<file path="src/logic/sfb_pkg.sv">
`default_nettype none
package sfb_pkg;

  // ****************************************
  // Register indices, byte address is index times four
  // ****************************************
  localparam logic [8:0] IDX_INDIRECT_DATA_PORT   = 9'h180;
  localparam logic [8:0] IDX_TIMER_OPTION_CONTROL = 9'h181;
  localparam logic [8:0] IDX_PROGRAM_COUNTER_LOW  = 9'h182;
  localparam logic [8:0] IDX_CORE_STATUS_FLAGS    = 9'h183;
  localparam logic [8:0] IDX_INDIRECT_POINTER     = 9'h184;
  localparam logic [8:0] IDX_PORT_A_DIRECTION     = 9'h185;
  localparam logic [8:0] IDX_PORT_C_DIRECTION     = 9'h187;
  localparam logic [8:0] IDX_PC_HIGH_LATCH        = 9'h18a;
  localparam logic [8:0] IDX_INTERRUPT_CONTROL    = 9'h18b;
  localparam logic [6:0] FILE_STATUS              = 7'h03;

  // ****************************************
  // Status and interrupt-control bit positions and reset values
  // ****************************************
  localparam int BIT_INDIRECT_BANK = 7;
  localparam int BIT_TIMEOUT       = 4;
  localparam int BIT_POWER_DOWN    = 3;
  localparam int BIT_ZERO          = 2;
  localparam int BIT_DIGIT_CARRY   = 1;
  localparam int BIT_CARRY         = 0;
  localparam int BIT_PORT_CHANGE   = 0;
  localparam logic [7:0] RST_STATUS    = 8'h18;
  localparam logic [7:0] RST_OPTION    = 8'hff;
  localparam logic [7:0] RST_BYTE_ZERO = 8'h00;
  localparam logic [5:0] RST_DIRECTION = 6'h3f;
  localparam logic [4:0] RST_PC_HIGH   = 5'h00;

  // ****************************************
  // Core operations
  // ****************************************
  typedef enum logic [3:0] {
    OP_ADD   = 4'h0,
    OP_SUB   = 4'h1,
    OP_AND   = 4'h2,
    OP_IOR   = 4'h3,
    OP_XOR   = 4'h4,
    OP_MOVF  = 4'h5,
    OP_RLF   = 4'h6,
    OP_RRF   = 4'h7,
    OP_CLEAR_FILE_INSTR  = 4'h8,
    OP_BSF   = 4'h9,
    OP_BCF   = 4'ha,
    OP_NIBBLE_SWAP_INSTR = 4'hb,
    OP_MOVE_FROM_W_INSTR = 4'hc
  } sfb_op_t;

  typedef struct packed {
    logic       valid;
    sfb_op_t    op;
    logic [6:0] file_addr;
    logic [2:0] bit_sel;
    logic [7:0] w_val;
    logic [7:0] f_val;
  } sfb_core_op_t;

  typedef struct packed {
    logic       valid;
    logic [7:0] value;
  } sfb_core_res_t;

  typedef struct packed {
    logic watchdog_clear_instr;
    logic sleep_instr;
    logic watchdog_timeout;
    logic warm_reset;
  } sfb_events_t;

  typedef struct packed {
    logic [7:0] res;
    logic       z;
    logic       dc;
    logic       c;
    logic       upd_z;
    logic       upd_dc;
    logic       upd_c;
  } sfb_alu_t;

endpackage
`default_nettype wire

</file>
<file path="src/logic/sfb_status_bank.sv">
// Function
// Flag writes ignored when instruction updates flags
// Timeout and power-down flags not software writable
// Clear of status gives 000u u1uu
// Software alters status with flagless instructions
// Subtract carry flags are inverted borrows
// Bit 7 selects indirect bank pair
// Bits 6-5 select direct data bank
// Timeout flag set/cleared by its events
// Power-down flag set/cleared by its events
// Zero flag follows zero result
// Digit carry from bit 3 on add
// Carry from bit 7 on add
// Rotates load carry with shifted bit
// Reset clears port-change flag, mismatch sets it
// Warm resets keep port comparison latch
// High latch loads counter on low write
// Writable status bits take writes same cycle
`default_nettype none
module sfb_status_bank
  import sfb_pkg::*;
(
  // Clock and reset
  input  wire logic          i_clk,
  input  wire logic          i_rst_b,
  // Avalon-MM slave
  input  wire logic [11:0]   i_avs_address,
  input  wire logic          i_avs_read,
  input  wire logic          i_avs_write,
  input  wire logic [31:0]   i_avs_writedata,
  input  wire logic [3:0]    i_avs_byteenable,
  output logic      [31:0]   o_avs_readdata,
  output logic               o_avs_waitrequest,
  // Core datapath
  input  wire sfb_core_op_t  i_core_op,
  input  wire sfb_events_t   i_events,
  output sfb_core_res_t      o_core_res,
  // Pins
  input  wire logic [5:0]    i_port_a_pins,
  // Addressing and state
  output logic      [7:0]    o_status,
  output logic      [8:0]    o_indirect_addr,
  output logic      [8:0]    o_direct_bank_base,
  output logic      [12:0]   o_pc,
  output logic      [7:0]    o_timer_option,
  output logic      [5:0]    o_port_a_dir,
  output logic      [5:0]    o_port_c_dir,
  output logic      [7:0]    o_interrupt_control
);

  // ****************************************
  // State
  // ****************************************
  typedef struct packed {
    logic [7:0]    status;
    logic [7:0]    option;
    logic [7:0]    program_counter_low;
    logic [4:0]    pc_high;
    logic [7:0]    indirect_pointer;
    logic [5:0]    port_a_direction;
    logic [5:0]    port_c_direction;
    logic [4:0]    program_counter_high_latch;
    logic [7:0]    interrupt_control;
    logic [5:0]    cmp_latch;
    logic [5:0]    sync1;
    logic [5:0]    sync2;
    logic [5:0]    sync3;
    logic [5:0]    pins;
    logic          primed;
    logic          ack;
    logic [7:0]    rdata;
    sfb_core_res_t res;
  } sfb_state_t;

  sfb_state_t st;
  sfb_state_t next_st;

  // ****************************************
  // Functions
  // ****************************************
  function automatic logic [8:0] reg_index(input logic [11:0] addr);
    return addr[10:2];
  endfunction

  function automatic sfb_alu_t alu(input sfb_op_t op, input logic [7:0] w,
                                   input logic [7:0] f, input logic [2:0] b,
                                   input logic c_in);
    sfb_alu_t   a;
    logic [8:0] sum;
    logic [4:0] nib;
    a = '0;
    sum = '0;
    nib = '0;
    unique case (op)
      OP_ADD: begin
        sum = {1'b0, f} + {1'b0, w};
        nib = {1'b0, f[3:0]} + {1'b0, w[3:0]};
        a.res = sum[7:0];
        a.c = sum[8];
        a.dc = nib[4];
        {a.upd_z, a.upd_dc, a.upd_c} = 3'b111;
      end
      OP_SUB: begin
        // Adding the two's complement yields carry = not borrow
        sum = {1'b0, f} + {1'b0, ~w} + 9'h001;
        nib = {1'b0, f[3:0]} + {1'b0, ~w[3:0]} + 5'h01;
        a.res = sum[7:0];
        a.c = sum[8];
        a.dc = nib[4];
        {a.upd_z, a.upd_dc, a.upd_c} = 3'b111;
      end
      OP_AND: begin
        a.res = f & w;
        a.upd_z = 1'b1;
      end
      OP_IOR: begin
        a.res = f | w;
        a.upd_z = 1'b1;
      end
      OP_XOR: begin
        a.res = f ^ w;
        a.upd_z = 1'b1;
      end
      OP_MOVF: begin
        a.res = f;
        a.upd_z = 1'b1;
      end
      OP_RLF: begin
        a.res = {f[6:0], c_in};
        a.c = f[7];
        a.upd_c = 1'b1;
      end
      OP_RRF: begin
        a.res = {c_in, f[7:1]};
        a.c = f[0];
        a.upd_c = 1'b1;
      end
      OP_CLEAR_FILE_INSTR: begin
        a.res = 8'h00;
        a.upd_z = 1'b1;
      end
      OP_BSF: a.res = f | (8'h01 << b);
      OP_BCF: a.res = f & ~(8'h01 << b);
      OP_NIBBLE_SWAP_INSTR: a.res = {f[3:0], f[7:4]};
      OP_MOVE_FROM_W_INSTR: a.res = w;
      default: a.res = f;
    endcase
    a.z = (a.res == 8'h00);
    return a;
  endfunction

  // ****************************************
  // Next state
  // ****************************************
  logic          bus_req;
  logic          bus_wr;
  logic [8:0]    bus_idx;
  logic [7:0]    wbyte;
  logic          dest_status;
  logic [7:0]    f_operand;
  sfb_alu_t      a;

  always_comb begin
    next_st = st;
    bus_req = i_avs_read | i_avs_write;
    bus_idx = reg_index(i_avs_address);
    wbyte = i_avs_writedata[7:0];
    bus_wr = i_avs_write & ~st.ack & i_avs_byteenable[0];
    dest_status = i_core_op.valid && i_core_op.file_addr == FILE_STATUS;
    f_operand = dest_status ? st.status : i_core_op.f_val;
    a = alu(i_core_op.op, i_core_op.w_val, f_operand, i_core_op.bit_sel,
            st.status[BIT_CARRY]);

    // Pin synchroniser; a change counts once stages two and three agree
    next_st.sync1 = i_port_a_pins;
    next_st.sync2 = st.sync1;
    next_st.sync3 = st.sync2;
    if (st.sync2 == st.sync3) begin
      next_st.pins = st.sync3;
    end
    // First cycle after power-up loads the reference from the filtered pins, still zero from reset
    next_st.primed = 1'b1;
    if (!st.primed) begin
      next_st.cmp_latch = st.pins;
    end

    // Bus: one wait state, read data registered before waitrequest drops
    next_st.ack = bus_req & ~st.ack;
    if (bus_req && !st.ack && i_avs_read) begin
      unique case (bus_idx)
        IDX_TIMER_OPTION_CONTROL: next_st.rdata = st.option;
        IDX_PROGRAM_COUNTER_LOW:  next_st.rdata = st.program_counter_low;
        IDX_CORE_STATUS_FLAGS:    next_st.rdata = st.status;
        IDX_INDIRECT_POINTER:     next_st.rdata = st.indirect_pointer;
        IDX_PORT_A_DIRECTION:     next_st.rdata = {2'b00, st.port_a_direction};
        IDX_PORT_C_DIRECTION:     next_st.rdata = {2'b00, st.port_c_direction};
        IDX_PC_HIGH_LATCH:        next_st.rdata = {3'b000, st.program_counter_high_latch};
        IDX_INTERRUPT_CONTROL:    next_st.rdata = st.interrupt_control;
        default:                  next_st.rdata = 8'h00;
      endcase
      // Reading the control register refreshes the comparison reference
      if (bus_idx == IDX_INTERRUPT_CONTROL) begin
        next_st.cmp_latch = st.pins;
      end
    end
    if (bus_wr) begin
      unique case (bus_idx)
        IDX_TIMER_OPTION_CONTROL: next_st.option = wbyte;
        IDX_PROGRAM_COUNTER_LOW: begin
          next_st.program_counter_low = wbyte;
          next_st.pc_high = st.program_counter_high_latch;
        end
        IDX_CORE_STATUS_FLAGS: begin
          next_st.status[7:5] = wbyte[7:5];
          next_st.status[2:0] = wbyte[2:0];
        end
        IDX_INDIRECT_POINTER:     next_st.indirect_pointer = wbyte;
        IDX_PORT_A_DIRECTION:     next_st.port_a_direction = wbyte[5:0];
        IDX_PORT_C_DIRECTION:     next_st.port_c_direction = wbyte[5:0];
        IDX_PC_HIGH_LATCH:        next_st.program_counter_high_latch = wbyte[4:0];
        IDX_INTERRUPT_CONTROL:    next_st.interrupt_control = wbyte;
        default: begin
        end
      endcase
    end

    // Core operation overrides a same-cycle bus write to status
    next_st.res.valid = i_core_op.valid;
    if (i_core_op.valid) begin
      next_st.res.value = a.res;
      if (dest_status) begin
        next_st.status[7:5] = a.res[7:5];
        if (!(a.upd_z || a.upd_dc || a.upd_c)) begin
          next_st.status[2:0] = a.res[2:0];
        end
      end
      if (a.upd_z) begin
        next_st.status[BIT_ZERO] = a.z;
      end
      if (a.upd_dc) begin
        next_st.status[BIT_DIGIT_CARRY] = a.dc;
      end
      if (a.upd_c) begin
        next_st.status[BIT_CARRY] = a.c;
      end
    end

    // Reset-status events
    if (i_events.watchdog_timeout) begin
      next_st.status[BIT_TIMEOUT] = 1'b0;
    end
    if (i_events.sleep_instr) begin
      next_st.status[BIT_TIMEOUT] = 1'b1;
      next_st.status[BIT_POWER_DOWN] = 1'b0;
    end
    if (i_events.watchdog_clear_instr) begin
      next_st.status[BIT_TIMEOUT] = 1'b1;
      next_st.status[BIT_POWER_DOWN] = 1'b1;
    end

    // Port-change flag: a mismatch wins over a software clear
    if (st.primed && st.pins != st.cmp_latch) begin
      next_st.interrupt_control[BIT_PORT_CHANGE] = 1'b1;
    end

    // Warm reset: flags and comparison latch survive, the flag clears
    if (i_events.warm_reset) begin
      next_st.status[7:5] = 3'b000;
      next_st.option = RST_OPTION;
      next_st.program_counter_low = RST_BYTE_ZERO;
      next_st.pc_high = RST_PC_HIGH;
      next_st.port_a_direction = RST_DIRECTION;
      next_st.port_c_direction = RST_DIRECTION;
      next_st.program_counter_high_latch = RST_PC_HIGH;
      next_st.interrupt_control = RST_BYTE_ZERO;
      next_st.cmp_latch = st.cmp_latch;
      next_st.res = '0;
    end
  end

  always_ff @(posedge i_clk or negedge i_rst_b) begin
    if (!i_rst_b) begin
      st <= '0;
      st.status <= RST_STATUS;
      st.option <= RST_OPTION;
      st.port_a_direction <= RST_DIRECTION;
      st.port_c_direction <= RST_DIRECTION;
    end else begin
      st <= next_st;
    end
  end

  // ****************************************
  // Outputs
  // ****************************************
  assign o_avs_waitrequest = (i_avs_read | i_avs_write) & ~st.ack;
  assign o_avs_readdata = {24'h00_0000, st.rdata};
  assign o_core_res = st.res;
  assign o_status = st.status;
  assign o_indirect_addr = {st.status[BIT_INDIRECT_BANK], st.indirect_pointer};
  assign o_direct_bank_base = {st.status[6:5], 7'h00};
  assign o_pc = {st.pc_high, st.program_counter_low};
  assign o_timer_option = st.option;
  assign o_port_a_dir = st.port_a_direction;
  assign o_port_c_dir = st.port_c_direction;
  assign o_interrupt_control = st.interrupt_control;

  logic quiet;
  assign quiet = ~i_events.watchdog_clear_instr & ~i_events.sleep_instr
               & ~i_events.watchdog_timeout & ~i_events.warm_reset;
endmodule
`default_nettype wire

</file>
<file path="config.mk">
export PLATFORM = sky130hd
export DESIGN_NAME = sfb_status_bank
export DESIGN_NICKNAME = d
export VERILOG_FILES = /design/src/logic/sfb_pkg.sv /design/src/logic/sfb_status_bank.sv
export SDC_FILE = /design/constraint.sdc
export NUM_CORES = 1
export LEC_CHECK = 0
export BUFFER_PORTS_ARGS = -buffer_cell sky130_fd_sc_hd__buf_2
export CORE_MARGIN = 10
export CORE_UTILIZATION = 54
export CTS_BUF_LIST = sky130_fd_sc_hd__clkbuf_16
export DETAILED_ROUTE_END_ITERATION = 8
export MAX_ROUTING_LAYER = met4
export PLACE_DENSITY_LB_ADDON = 0.1
export SYNTH_ARGS = -nofsm -noshare
export SYNTH_HDL_FRONTEND = slang
export SYNTH_SLANG_ARGS = --single-unit
</file>
<file path="constraint.sdc">
create_clock -name i_clk -period 3.7 [get_ports i_clk]
set_input_delay 0.74 -clock i_clk [delete_from_list [all_inputs] [get_ports i_clk]]
set_output_delay 0.74 -clock i_clk [all_outputs]
set_load 0.01 [all_outputs]
</file>
Word-level counts from Yosys, hierarchy flattened
Index checks and enable logic that the tools add are counted.
- word-level logic and storage cells: 136
- bits of input ports: 93
- bits in registers: 111
- memories: 0
- latch bits: 0
- memory bits (read-only): 0
- bits in writable memories: 0
- shift-type cells: 1
- multipliers: 0
- multiplexer cells: 39
- order comparisons: 0
- bitwise operators: 13
- add/sub/neg operators: 6
- reduce and logical (&&, ||, !) cells: 32
- equality and inequality tests: 23
- div/mod/pow operators: 0
- operators by type and width (kind ; number):
    8-bit one-hot mux with 12 select lines ; 1
    9-bit equality test (second input constant) ; 8
    8-bit one-hot mux with 8 select lines ; 1
    57-bit 2-to-1 mux ; 1
    8-bit 2-to-1 mux ; 5
    31-bit 2-to-1 mux ; 1
    6-bit 2-to-1 mux ; 5
    3-bit 2-to-1 mux ; 9
    21-bit 2-to-1 mux ; 1
    4-bit equality test (second input constant) ; 5
    8-bit by 8-bit adder with 9-bit output ; 2
    2-bit nonzero test ; 9
    8-bit AND ; 2
    4-bit by 3-bit equality test with 1-bit output (second input constant) ; 4
    8-bit inverter ; 2
    8-bit bitwise OR ; 2
    2-bit AND reduction ; 8
    13-bit 2-to-1 mux ; 1
    4-bit by 4-bit adder with 5-bit output ; 2
    9-bit by 1-bit adder with 9-bit output (second input constant) ; 1
    9-bit 2-to-1 mux ; 1
    3-bit nonzero test ; 3
    4-bit by 2-bit equality test with 1-bit output (second input constant) ; 2
    8-bit zero test ; 1
    23 further kinds ; 37

Depth between registers and ports, before layout
Gate-level depths: netlist (run 1).
- depth after elaboration: 10
- depth in mapped cells: 15

Worst setup path after synthesis (run 1)
Ideal clock, no wire load.
- path type: input-to-reg
- from: input port i_core_op[30] (netlist bit)
- to: register st (netlist bit o_status[2])
- buffers on the path: 1
- setup time: 0.095 ns
- slack: -0.293 ns
- data required time: 3.605 ns
- arrival time: 3.898 ns
- cell stages on the path: 15
- path through: buf_4 -> nor4b_4 -> nand2_4 -> mux2i_1 -> inv_1 -> ha_1 -> fa_1 -> nand2b_1 -> a211oi_1 -> xnor2_1 -> a2111oi_0 -> a31oi_1 -> a2111o_1 -> nand4b_1 -> o31ai_1
- RTL lines (what ; line ; text):
    start, declared ; sfb_status_bank.sv:35 ; input wire sfb_core_op_t i_core_op,
    end signal, assigned ; sfb_status_bank.sv:289 ; st <= next_st;
    end, declared ; sfb_status_bank.sv:75 ; sfb_state_t st;

==> results of run 1 <==
==> power by group <==
group | switching [mW] | total, mW | internal, mW
Clock | 0.489 | 0.968 | 0.479
Sequential | 0.0659 | 1.36 | 1.29
Combinational | 0.390 | 0.701 | 0.311
==> state kept, by name (all words and copies together), names as in the netlist <==
signal,count
st,25
o_port_a_dir,6
o_timer_option,8
o_core_res,9
next_st,12
o_avs_readdata,8
o_indirect_addr,8
o_interrupt_control,8
o_status,8
o_port_c_dir,6
o_pc,13
==> cells in the mapped netlist, drive strengths merged, types with 3 or more instances <==
library cell and instances:
a2111oi 5, a211o 16, a211oi 10, a21o 3
a21oi 58, a221oi 9, a222oi 8, a22oi 17
a31oi 9, and2 7, buf 116, clkbuf 31
dfrtp 89, dfstp 22, ha 17, inv 35
mux2 34, mux2i 9, nand2 100, nand2b 14
nand3 26, nand3b 10, nand4 8, nand4b 4
nor2 42, nor2b 24, nor3 13, nor4 7
nor4b 4, nor4bb 3, o211ai 3, o21a 7
o21ai 37, o221ai 5, o31ai 5, or2 4
or3 4, xnor2 12, xor2 5
==> cell families (layout without fill, tap and decap cells) <==
kind of cell | count (synthesis) | after routing | synth area share
AO/OA/AOI/OAI | 209 | 209 | 0.187
XOR/XNOR | 17 | 17 | 0.0194
adder cells (fa/ha/maj) | 19 | 19 | 0.0329
buffers and inverters | 182 | 270 | 0.143
flip-flops | 111 | 111 | 0.365
multiplexers | 43 | 43 | 0.0625
other | 2 | 32 | 0.000977
AND/OR/NAND/NOR | 279 | 279 | 0.189
==> cell usage in the layout (no fill, tap or decap), types with 4 or more instances in the layout <==
master / count
nand2b_1: 13
buf_4: 76
o21ai_0: 30
nand4_1: 8
a211o_1: 16
ha_1: 14
nor3_1: 13
nand3_1: 26
dfstp_2: 22
and2_1: 7
a21oi_1: 58
mux2_2: 25
o21ai_1: 5
nor2b_1: 22
nor4_1: 6
nand2_1: 99
o31ai_1: 5
xor2_1: 5
conb_1: 32
dfrtp_1: 89
o21a_1: 7
nor2_1: 41
buf_2: 137
a211oi_1: 6
a22oi_1: 17
mux2_1: 6
inv_1: 33
xnor2_1: 12
buf_6: 4
o221ai_1: 5
a211oi_2: 4
or3_1: 4
nand4b_1: 4
a221oi_1: 9
mux2i_1: 8
a222oi_1: 8
clkbuf_16: 9
a31oi_1: 9
nand3b_1: 10
==> routing by layer <==
metal  wire [um]  vias up
met2       11700      338
met4         779        0
met3        1700       54
met1       10000     3323
li1            -     3167
met5           0        -
==> worst reg2reg max path: stages, from the launching register on <==
cell and delay (ns):
dfstp_2 0.58, nand3_1 0.12, nand2_1 0.18, ha_4 0.24, nor2b_1 0.12, o311ai_0 0.28, a22oi_1 0.17, a2111oi_4 0.34
nand3_1 0.19, a2111o_1 0.39, nand4b_1 0.17, o31ai_1 0.22
==> repair_timing <==
| action | in CTS | in global routing |
|---|---|---|
| pin swaps | 3 | 12 |
| resized for setup | 3 | 25 |
| endpoints found under the setup margin | 1 | 5 |
| setup buffers | 1 | 3 |
==> layout make-up <==
| cell class | instances | area share |
|---|---|---|
| multi-input cells | 599 | 0.456 |
| flip-flops and latches | 111 | 0.318 |
| repair buffers | 219 | 0.152 |
| clock buffers | 9 | 0.0256 |
| well taps | 180 | 0.0256 |
| inverters | 35 | 0.0149 |
| clock inverters | 7 | 0.00852 |
==> stage by stage <==
stage,power [mW],worst slack (ns),util
after floorplan,1.80,-0.0402,-
after global placement,2.04,-0.419,0.601
after detailed placement,2.05,-0.434,0.601
after CTS,3.02,0.00165,0.623
after global routing,3.17,-0.133,0.632
final,3.03,-0.0208,0.632
==> worst paths after layout <==
check / to / slack (ns) / cells past startpoint
setup / recovery: o_status[2] / -0.02 / 15
hold / removal: next_st[25] / 0.35 / 0
setup reg to reg: o_status[2] / 0.61 / 11
hold reg to reg: next_st[25] / 0.35 / 0
max in group asynchronous: o_timer_option[6] / 2.46 / 2
min in group asynchronous: o_interrupt_control[4] / 0.47 / 1
==> flow_summary.toml, run 1 <==
[outcome]
status = "finished with violations"
violations = "negative setup slack"

[setup_path]
path_cells = "buf_8 > nor4b_4 > nand2_4 > buf_4 > mux2_2 > buf_4 > ha_1 > nor2b_4 > o21ai_2 > and2_1 > a211oi_1 > a31oi_1 > a2111o_1 > nand4b_1 > o31ai_1"
cp_max_fo = 6
cp.arrival_ns = 3.98
path_common_cell = "buf_4"
crit_family = "compound AO/OA/AOI/OAI gates"
crit_required_ns = 3.96
start_kind = "input port"
crit_slowest_cell = "a2111o_1"
cp-end-kind = "register"
r2r_start = "o_status[4]"
startpoint = "i_core_op[24]"
path_class = "input port to register"
slowest_delay_ns = 0.40
path_buf_inv = 3

[final_layout]
final_area_mm2 = 0.00881
antenna_cells = 0
fin_nets = 1087
register_area_mm2 = 0.00281
drive_gt1_frac = 0.322
final_cells = 1160
multi_input_area_mm2 = 0.00402
n_fill_cell = 1225
area_growth_pct = 14.7

[grt]
grt_pass1_wl_um = 37800
grt_util_met3 = 0.0419
grtUsageMet1 = 0.301
grt-busiest-layer = "met2"
antenna_found_initial = 0
grt_usage = 0.245
grt_max_degree = 61
grt_remaining_overflow = 0
grt_pass1_vias = 6755
use_met2 = 0.398

[clock_network]
cts_hold_buf = 0
htreeDepth = 3
cts_num_sinks = 111
clock_path_buffers = 2
cts_tree = "done"
clk_latency_ns = 0.35
numCtsBuffers = 9
cts-root-buf = "clkbuf_16"
path_clk_slew_ns = 0.08

[job]
maxCapViolCount = 0

[floorplanning]
die_area_mm2 = 0.0194
io_pins = 202
start_util = 0.551
die_x_um = 139
fp-row-count = 43
fp.dieH_um = 139
core_area_mm2 = 0.0139

[logic_synthesis]
synth_area_mm2 = 0.00768
ys_ff_latch = 111
avgSynthCellArea_um2 = 8.92
synth-edff-count = 0
synth_top_area_frac = 0.290
ys_top_cells_by_area = "dfrtp_1, buf_4, dfstp_2"
synth_top_area_cell = "dfrtp_1"
synth_cell_types = 73
ys_seq_area_frac = 0.365
synth_warnings = 0
ys.flop_type = "dfrtp_1"
syn_inst = 862
async_reset_ff_frac = 1.00

[timing]
tns_ns = -0.0208
worstMarginPinSlew_ns = 0.830
period_share = 1.01
slew_headroom = 0.441
slew_violations = 0
finalHoldViolCount = 0
fin_hold_ws_ns = 0.352
rsz0062_at_grt = "true"
min_period_ns = 3.72
setup_ws_ns = -0.0208
skew_ns = 0.0127
setup_violations = 1
fmax_mhz = 269

[drt]
firstDrtPassIters = 5
route.detailed.drc = 0
detail-route-antenna-nets = 0
routed_via_density = 5.93
drt-initial-drc-count = 584
vias = 6882
routed_wl_um = 24200
routedWlPerCell_um = 20.9

[place]
place.gp.congestion = 0.985
placedCellCount = 1140
dpl_cell_area_mm2 = 0.00837
place_hpwl_um = 18800
io_buffers = 140

[power]
vdd_drop_max_mv = 0.236
p_leak_nw = 4.04
p_per_area_mw_per_mm2 = 344

[min_path]
hp-start = "next_st[31]"
hp-class = "register to register"
Note: power is estimated with default switching activity, not from simulation.
==> run 2, diff against run 1 <==
--- a/config.mk
+++ b/config.mk
@@ -10,7 +10,6 @@
 export CORE_UTILIZATION = 54
 export CTS_BUF_LIST = sky130_fd_sc_hd__clkbuf_16
 export DETAILED_ROUTE_END_ITERATION = 8
-export MAX_ROUTING_LAYER = met4
 export PLACE_DENSITY_LB_ADDON = 0.1
 export SYNTH_ARGS = -nofsm -noshare
 export SYNTH_HDL_FRONTEND = slang
==> run 2 against run 1 <==
Effect of this change: the flow now finishes without violations; register-to-register slack hardly changed; critical path depth is the same; final cell count hardly changed; sequential power hardly changed; via count is 0.17% higher; clock skew fell by 0.0050 ns; core utilization grew 0.19 points; critical endpoint unchanged; flip-flop and latch count unchanged; global-route usage down 0.63 points; critical path type unchanged; power fell by 1.5%.
==> flow_summary.toml, run 2 (same netlist as run 1, synthesis figures left out) <==
[power]
total_power_mw = 2.99
p_per_area_mw_per_mm2 = 338
p_leak_nw = 4.04
vdd_drop_max_mv = 0.347

[setup_path]
crit_required_ns = 3.96
cp_max_fo = 6
cp.arrival_ns = 3.93
reg2reg_setup_slack_ns = 0.61
path_class = "input port to register"
cp-end-kind = "register"
start_kind = "input port"
startpoint = "i_core_op[25]"
r2r_start = "o_status[2]"

[clock_network]
clock_path_buffers = 2
cts_tree = "done"
numCtsBuffers = 9
path_clk_slew_ns = 0.08
cts-root-buf = "clkbuf_16"
htreeDepth = 3
clk_latency_ns = 0.35
cts_num_sinks = 111
cts_hold_buf = 0

[drt]
route.detailed.drc = 0
routed_via_density = 5.95
drt-initial-drc-count = 580
detail-route-antenna-nets = 0
routed_wl_um = 24200
vias = 6894
firstDrtPassIters = 5
routedWlPerCell_um = 20.9

[grt]
grt_pass1_wl_um = 38100
antenna_found_initial = 0
grt_usage = 0.238
grt_max_degree = 112
grt_pass1_vias = 6939
grt_remaining_overflow = 0

[final_layout]
layout_common_cells = "buf_2, nand2_1, dfrtp_1, buf_4, a21oi_1"
fin_nets = 1086
final_area_mm2 = 0.00884
largest_reg_flops = 25
area_growth_pct = 15.0
n_fill_cell = 1201
drive_gt1_frac = 0.331
layout_commonest_cell = "buf_2"
utilization = 0.634
final_cells = 1159
regMostFlops = "st"
antenna_cells = 0

[timing]
setup_violations = 0
min_period_ns = 3.66
fin_hold_ws_ns = 0.352
skew_ns = 0.00771
slew_violations = 0
period_share = 0.991
finalHoldViolCount = 0
tns_ns = 0
fmax_mhz = 273
worstMarginPinSlew_ns = 0.870
slew_headroom = 0.412
setup_ws_ns = 0.0351

[floorplanning]
die_area_mm2 = 0.0194
die_x_um = 139
fp-row-count = 43
io_pins = 202
core_area_mm2 = 0.0139
fp.dieH_um = 139
start_util = 0.551

[place]
place.gp.congestion = 0.953
place_hpwl_um = 18600
io_buffers = 140
preCtsSetupSlack_ns = -0.425
placedCellCount = 1139
dpl_cell_area_mm2 = 0.00836

[min_path]
hp-class = "register to register"
hp-start = "next_st[31]"

[outcome]
status = "complete, no violations"

[job]
maxCapViolCount = 0
run 2: cell count changes in the layout (fill, tap and decap cells not counted), sizes merged:
cell / change
clkinv: -1
buf: -1
clkinvlp: +1
run 2: what timing repair did:
item / 4_1_cts / 5_1_grt
gates resized for setup: 1 / 35
setup buffers: 0 / 5
setup endpoints to repair: 1 / 7
pin swaps: 0 / 16
run 2: power by group:
group          internal [mW]  switching (mW)
clock                  0.460           0.455
combinational          0.316           0.396
sequential              1.29          0.0638
total                   2.07           0.915
run 2: cell type report:
cell class / count / area [um2] / share of cell area
clock buffer: 9 / 225 / 0.0255
clock inverter: 7 / 48.8 / 0.00552
inverter: 35 / 131 / 0.0149
multi-input combinational: 599 / 4090 / 0.463
sequential: 111 / 2810 / 0.317
tap: 180 / 225 / 0.0255
timing repair buffer: 218 / 1310 / 0.148
run 2: critical path, stage by stage:
cell and delay [ns]:
buf_4 0.12, nor4b_4 0.33, nand2_4 0.15, mux2_2 0.33
ha_1 0.30, buf_4 0.16, nor2b_1 0.15, a211oi_2 0.29
buf_4 0.18, mux2i_1 0.10, a211oi_2 0.21, nand3_2 0.12
a2111o_1 0.38, nand4b_1 0.17, o31ai_1 0.19
run 2: worst paths after layout:
kind | to | depth (start not counted)
max reg2reg | o_status[2] | 12
min | next_st[25] | 0
min in group asynchronous | o_avs_readdata[7] | 2
min reg2reg | next_st[25] | 0
max in group asynchronous | st[48] | 2
max | o_status[2] | 15
run 2: layer usage:
layer	GRT usage	wire length (um)	vias to the layer above
li1	-	-	3162
met2	0.400	12000	298
met3	0.0463	1520	45
met4	0.0862	799	0
met1	0.298	9900	3389
met5	0	0	-
